File: config.mk
export PLATFORM = sky130hd
export DESIGN_NAME = ufo_top
export DESIGN_NICKNAME = d
export VERILOG_FILES = /design/src/rtl/ufo_pkg.sv /design/src/rtl/ufo_top.sv
export VERILOG_INCLUDE_DIRS = /design/src /design/src/rtl
export SDC_FILE = /design/constraint.sdc
export NUM_CORES = 1
export LEC_CHECK = 0
export BUFFER_PORTS_ARGS = -buffer_cell sky130_fd_sc_hd__buf_2
export CAP_MARGIN = 20
export CELL_PAD_IN_SITES_DETAIL_PLACEMENT = 2
export CELL_PAD_IN_SITES_GLOBAL_PLACEMENT = 2
export CORE_MARGIN = 4
export CORE_UTILIZATION = 25
export DETAILED_ROUTE_END_ITERATION = 10
export PLACE_DENSITY = 0.59
export SETUP_SLACK_MARGIN = 0.02
export SLEW_MARGIN = 10
export SYNTH_ARGS = -nofsm -noshare
export SYNTH_HDL_FRONTEND = slang
export SYNTH_SLANG_ARGS = --single-unit
File: constraint.sdc
create_clock -name pclk -period 2.4 [get_ports pclk]
set_input_delay 0.12 -clock pclk [delete_from_list [all_inputs] [get_ports pclk]]
set_output_delay 0.12 -clock pclk [all_outputs]
set_load 0.02 [all_outputs]
File: src/rtl/ufo_regs.svh
`ifndef UFO_REGS_SVH
`define UFO_REGS_SVH
// register indices; byte address is four times the index
`define UFO_IDX_FRAME1 16'hc092
`define UFO_IDX_COUNT1 16'hc094
`define UFO_IDX_OTG 16'hc098
`define UFO_IDX_FRAME2 16'hc0b2
`define UFO_IDX_COUNT2 16'hc0b4
`define UFO_IDX_IEN1 16'hc0c0
`define UFO_IDX_STAT1 16'hc0c1
`define UFO_IDX_IEN2 16'hc0c2
`define UFO_IDX_STAT2 16'hc0c3
// reset values
`define UFO_CNT_RST 14'h2ee0
// field positions
`define UFO_CNT_HI 13
`define UFO_OTG_HI 13
`define UFO_OTG_LO 6
`define UFO_STAT_TOF 0
`define UFO_STAT_SOF 1
`define UFO_IEN_TOF 0
// timing: bus clock and down-counter time base, in MHz
`define UFO_CLK_MHZ 6'd20
`define UFO_TB_MHZ 6'd12
`endif

File: src/rtl/ufo_pkg.sv
package ufo_pkg;

    // whole state of the block
    typedef struct packed {
        logic [1:0][13:0] reload;
        logic [1:0][13:0] cnt;
        logic [1:0][2:0] occ;
        logic [1:0][10:0] frame;
        logic [1:0] ien;
        logic [1:0] tof;
        logic [1:0] sofr;
        logic [7:0] otg;
        logic [2:0][2:0] sync;
        logic [2:0] pin;
        logic [4:0] acc;
        logic tick;
        logic pready;
        logic pslverr;
        logic [31:0] prdata;
    } ufo_state_t;

endpackage

File: src/rtl/ufo_top.sv
// Our own choice: the APB register port.
`timescale 1ns/1ps
`default_nettype none
`include "ufo_regs.svh"
module ufo_top
    import ufo_pkg::*;
#(
    parameter int ADDR_W = 18
) (
    input wire logic pclk,
    input wire logic presetn,
    input wire logic psel,
    input wire logic penable,
    input wire logic pwrite,
    input wire logic [ADDR_W-1:0] paddr,
    input wire logic [31:0] pwdata,
    output logic [31:0] prdata,
    output logic pready,
    output logic pslverr,
    input wire logic [1:0] sof_rx,
    input wire logic [1:0] eop_rx,
    input wire logic [1:0][10:0] sof_frame,
    input wire logic [1:0] full_speed,
    input wire logic vbus_ttl,
    input wire logic otg_id,
    input wire logic vbus_valid,
    output logic vbus_pullup_en,
    output logic rx_pwrdn,
    output logic chg_pump_en,
    output logic vbus_dischg_en,
    output logic dp_pu_en,
    output logic dm_pu_en,
    output logic dp_pd_en,
    output logic dm_pd_en
);

    // ************************************************************
    // elaboration check
    // ************************************************************

    // the index decode needs address bits 17:2
    generate
        if (ADDR_W < 18) begin : g_chk
            $error("ufo_top: ADDR_W must be at least 18");
        end
    endgenerate

    // ************************************************************
    // declarations
    // ************************************************************

    localparam logic [1:0][15:0] IDX_CNT = {`UFO_IDX_COUNT2, `UFO_IDX_COUNT1};
    localparam logic [1:0][15:0] IDX_IEN = {`UFO_IDX_IEN2, `UFO_IDX_IEN1};
    localparam logic [1:0][15:0] IDX_STAT = {`UFO_IDX_STAT2, `UFO_IDX_STAT1};

    ufo_state_t q;
    ufo_state_t n;
    logic [15:0] idx;
    logic setup;
    logic wr;
    logic [15:0] rv;
    logic hit;
    logic [5:0] sum;

    // ************************************************************
    // bus decode
    // ************************************************************

    // setup phase, and the access edge at which a write lands
    assign idx = paddr[17:2];
    assign setup = psel & ~penable;
    assign wr = psel & penable & q.pready & pwrite;
    // time-base accumulator step
    assign sum = {1'b0, q.acc} + `UFO_TB_MHZ;

    // read multiplexer
    always_comb begin
        rv = 16'h0000;
        hit = 1'b1;
        case (idx)
            `UFO_IDX_FRAME1: rv = {q.tof[0], q.occ[0], 1'b0, q.frame[0]};
            `UFO_IDX_FRAME2: rv = {q.tof[1], q.occ[1], 1'b0, q.frame[1]};
            `UFO_IDX_COUNT1: rv = {2'b00, q.cnt[0]};
            `UFO_IDX_COUNT2: rv = {2'b00, q.cnt[1]};
            `UFO_IDX_OTG: rv = {2'b00, q.otg, 3'b000, q.pin};
            `UFO_IDX_IEN1: rv = {15'h0000, q.ien[0]};
            `UFO_IDX_IEN2: rv = {15'h0000, q.ien[1]};
            `UFO_IDX_STAT1: rv = {14'h0000, q.sofr[0], q.tof[0]};
            `UFO_IDX_STAT2: rv = {14'h0000, q.sofr[1], q.tof[1]};
            default: hit = 1'b0;
        endcase
    end

    // ************************************************************
    // next state
    // ************************************************************

    always_comb begin
        n = q;
        // no wait state: ready in the first access cycle
        n.pready = setup;
        if (setup) begin
            n.prdata = {16'h0000, rv};
            n.pslverr = ~hit;
        end
        // pin synchronisers; a level counts once stages two and three agree
        n.sync = {q.sync[1:0], {vbus_ttl, otg_id, vbus_valid}};
        for (int p = 0; p < 3; p++) begin
            if (q.sync[1][p] == q.sync[2][p]) begin
                n.pin[p] = q.sync[2][p];
            end
        end
        // 12 MHz tick from the 20 MHz clock by fractional accumulation
        if (sum >= `UFO_CLK_MHZ) begin
            n.tick = 1'b1;
            n.acc = 5'(sum - `UFO_CLK_MHZ);
        end else begin
            n.tick = 1'b0;
            n.acc = sum[4:0];
        end
        // otg_port_control_status bits
        if (wr && idx == `UFO_IDX_OTG) begin
            n.otg = pwdata[`UFO_OTG_HI:`UFO_OTG_LO];
        end
        // per device: register writes, then events, so a set beats a clear
        for (int d = 0; d < 2; d++) begin
            if (wr && idx == IDX_CNT[d]) begin
                n.reload[d] = pwdata[`UFO_CNT_HI:0];
                n.cnt[d] = pwdata[`UFO_CNT_HI:0];
            end
            if (wr && idx == IDX_IEN[d]) begin
                n.ien[d] = pwdata[`UFO_IEN_TOF];
            end
            if (wr && idx == IDX_STAT[d]) begin
                n.tof[d] = q.tof[d] & ~pwdata[`UFO_STAT_TOF];
                n.sofr[d] = q.sofr[d] & ~pwdata[`UFO_STAT_SOF];
            end
            if (sof_rx[d] | eop_rx[d]) begin
                n.cnt[d] = n.reload[d];
                n.sofr[d] = 1'b1;
                if (q.ien[d]) begin
                    n.occ[d] = 3'h0;
                end
                if (sof_rx[d] & full_speed[d]) begin
                    n.frame[d] = sof_frame[d];
                end
            end else if (q.tick && !(wr && idx == IDX_CNT[d])) begin
                if (q.cnt[d] == 14'h0000) begin
                    n.cnt[d] = n.reload[d];
                    if (q.ien[d]) begin
                        n.tof[d] = 1'b1;
                        if (q.occ[d] != 3'h7) begin
                            n.occ[d] = q.occ[d] + 3'h1;
                        end
                    end
                end else begin
                    n.cnt[d] = q.cnt[d] - 14'h0001;
                end
            end
        end
    end

    // ************************************************************
    // state register
    // ************************************************************

    always_ff @(posedge pclk or negedge presetn) begin
        if (!presetn) begin
            q <= '0;
            q.reload <= {`UFO_CNT_RST, `UFO_CNT_RST};
            q.cnt <= {`UFO_CNT_RST, `UFO_CNT_RST};
        end else begin
            q <= n;
        end
    end

    // ************************************************************
    // outputs
    // ************************************************************

    // bus answer
    assign prdata = q.prdata;
    assign pready = q.pready;
    assign pslverr = q.pslverr;

    // otg analogue controls, taken only from the otg register
    assign vbus_pullup_en = q.otg[7];
    assign rx_pwrdn = q.otg[6];
    assign chg_pump_en = q.otg[5];
    assign vbus_dischg_en = q.otg[4];
    assign dp_pu_en = q.otg[3];
    assign dm_pu_en = q.otg[2];
    assign dp_pd_en = q.otg[1];
    assign dm_pd_en = q.otg[0];

    // helper terms for device one
    logic ev0;
    logic wc0;
    logic exp0;
    assign ev0 = sof_rx[0] | eop_rx[0];
    assign wc0 = wr && idx == IDX_CNT[0];
    assign exp0 = q.tick && q.cnt[0] == 14'h0000 && !ev0 && !wc0;

    // helper terms for device two
    logic ev1;
    logic wc1;
    logic exp1;
    assign ev1 = sof_rx[1] | eop_rx[1];
    assign wc1 = wr && idx == IDX_CNT[1];
    assign exp1 = q.tick && q.cnt[1] == 14'h0000 && !ev1 && !wc1;
endmodule
`default_nettype wire

==> impl_metrics.csv <==
group,metric,value,unit
outcome,outcome,"finished, final reports clean",
synth,synth_edf_count,0,
synth,syn_avg_cell_area,10.22,um2
pwr,powerDensity,622.5,nW/um2
worst_setup_path,cp-end-kind,"register",
worst_setup_path,worstPathRequired,2.75,ns
place,port_buffers,91,
pwr,internal_power,3.941,mW
cells_and_area,nNetsFinal,922,
cells_and_area,final_common_cell,"dfrtp_1",
cells_and_area,stdcell_count,1212,
detailed_routing,wl_per_cell,21.62,um
job,maxCapViolCount,0,
grt,grt_overflow,0,
sta,setup_viol,0,
clock_network,cts_tree,"yes",
cells_and_area,fin_util,0.3267,
pwr,peakVddDrop,0.0004919,V
grt,grt_antenna_before_repair,0,
sta,grt_setup_unrepaired,"no",
synth,synth_top_area_cell,"dfrtp_1",
synth,syn_area,6979,um2
place,dpl_cell_area,7974,um2
die,start_util,0.2568,
synth,ys_warn_count,0,
synth,synth.distinct_cells,70,
cells_and_area,synthToLayoutAreaGrowth,27.21,%
detailed_routing,detailedRoute.firstIterationViolations,309,
die,ios,128,
cells_and_area,regArea,3338,um2
cells_and_area,n_fill_cell,2991,
cells_and_area,largest_reg_flops,100,
cells_and_area,largest_register,"q",
sta,setup_ws,0.1761,ns
place,hpwl,19580,um
die,fp.coreArea,27180,um2
detailed_routing,ant_nets,0,
clock_network,cts_sinks,132,
pwr,finalPower,5.527,mW
pwr,pwr-share-clk,0.463,
die,die_h,175.1,um
cells_and_area,layout_common_cells,"dfrtp_1 (104), buf_2 (90), nand2_1 (77)",
sta,whs,0.02393,ns
clock_network,cts_buffers,17,
pwr,share_seq_of_total_power,0.436,
sta,maxSlewViolCount,0,
clock_network,clockBufferDepth,2,
sta,period_share,0.9266,
detailed_routing,avgViaCountPerCell,4.933,
grt,grt_max_degree,66,
sta,tightest_slew,0.6639,ns
synth,netlist_instances,683,
worst_setup_path,path_max_fanout,13,
clock_network,clk_pin_slew,0.07,ns
synth,synthFlopType,"dfrtp_1",
worst_hold_path,hold_path_class,"primary input to register",
pwr,p_leak,3.978,nW
grt,grt_pass1_vias,6779,
sta,hold_violations,0,
grt,track_usage,0.1725,
clock_network,cts_root_buffer,"clkbuf_16",
worst_setup_path,critPathArrivalTime,2.57,ns
clock_network,worstSkewPairLatency,0.43,ns
place,dp_slack,0.02649,ns
grt,grt_pass1_wl,41080,um
synth,async_flop_share,1.000,
detailed_routing,wirelength,26200,um
synth,synth-seq-cells,132,
pwr,combinationalPowerShare,0.101,
sta,fmax,449.7,MHz
synth,yosysTopAreaCellShare,0.3729,
worst_setup_path,startpoint_type,"register",
detailed_routing,drcViolationCount,0,
synth,yosysSeqAreaShare,0.4783,
cells_and_area,stdcell_area,8879,um2
worst_setup_path,path_class,"register to register",
sta,skew,0.01121,ns
clock_network,cts_setup_buffers,0,
die,die-area,30650,um2
clock_network,ctsHtreeMaxLevel,4,
detailed_routing,vias,5979,
cells_and_area,multi_input_area,3243,um2
place,globalplace.congestion,0.7996,
detailed_routing,dr.pass1.iters,4,
cells_and_area,diodes,0,
sta,finalCriticalPeriod,2.224,ns
place,dp_cells,1148,
sta,slew_headroom,0.5574,
pwr,p_sw_frac,0.2870,
pwr,switchingPower,1.586,mW
synth,synth_area_leaders,"dfrtp_1 (37%), dfstp_2 (11%), mux2_2 (8.2%)",
cells_and_area,drive_above_1_share,0.3238,
die,die_w,175.1,um
die,fp-row-count,60,
sta,finalSetupTns,0,ns
==> Yosys cell counts, types with 6 or more instances <==
cell type and count:
nand3_1 20, nand2_1 77, xnor2_1 6, o211ai_1 6
a22oi_1 21, buf_4 33, a31oi_1 12, a22o_1 17
nor3_1 22, dfrtp_1 104, mux2_2 51, clkbuf_1 24
nor4_1 6, inv_1 14, dfstp_2 28, ha_1 9
a221oi_1 6, nor2_1 47, and2_1 8, o21ai_0 34
a21o_1 6, or3_1 6, a21oi_1 19
==> final timing paths <==
check	depth (start not counted)	slack, ns	endpoint	from
worst min register to register	0	0.36	n[49]	n[46]
worst max-delay path	8	0.18	q[95]	q[94]
worst max register to register	8	0.18	q[95]	q[94]
worst min-delay path	3	0.02	q[138]	pwdata[2]
max in group asynchronous	3	1.25	q[66]	presetn
min in group asynchronous	2	0.25	q[77]	presetn
==> layout make-up <==
class,instances,share of cell area
timing repair buffer,177,0.1366
tap,372,0.05242
multi-input combinational,485,0.3653
clock buffer,17,0.04791
clock inverter,15,0.01592
sequential,132,0.3760
inverter,14,0.005919
==> per-layer routing <==
layer  track usage  part of all wire  up-vias
li1              -                 -     2740
met1        0.2185              0.45     3079
met2        0.2938              0.49      130
met3       0.02986             0.033       30
met4       0.06645             0.030        0
met5             0                 0        -
==> critical path: stages (launching register included) <==
cell,delay [ns]
dfrtp_1,0.41
inv_1,0.10
ha_1,0.23
nor3b_1,0.38
nand3_1,0.26
o21ai_2,0.25
buf_4,0.26
nand2_1,0.08
a31oi_1,0.18
==> power groups by stage <==
stage	clock (mW)	sequential [mW]	combinational, mW
6_report	2.56	2.41	0.559
5_1_grt	2.73	2.42	0.624
4_1_cts	2.61	2.41	0.568
3_5_place_dp	0	2.45	0.520
3_3_place_gp	0	2.44	0.508
2_1_floorplan	0	2.41	0.288
==> cell families (layout without fill, tap and decap cells) <==
family,after synthesis,count (layout),synth area share
flip-flops,132,132,0.4783
XOR/XNOR,11,11,0.01380
other,1,16,0.0005373
AND/OR/NAND/NOR,222,222,0.1551
adder cells (fa/ha/maj),12,12,0.02044
AO/OA/AOI/OAI,168,168,0.1716
multiplexers,56,56,0.09269
buffers and inverters,81,223,0.06759
==> repair_timing <==
action,in CTS,in global routing
endpoints found under the hold margin,76,0
hold buffers,32,0
resized for setup,0,4
endpoints found under the setup margin,0,20
(Power assumes the default switching activity.)
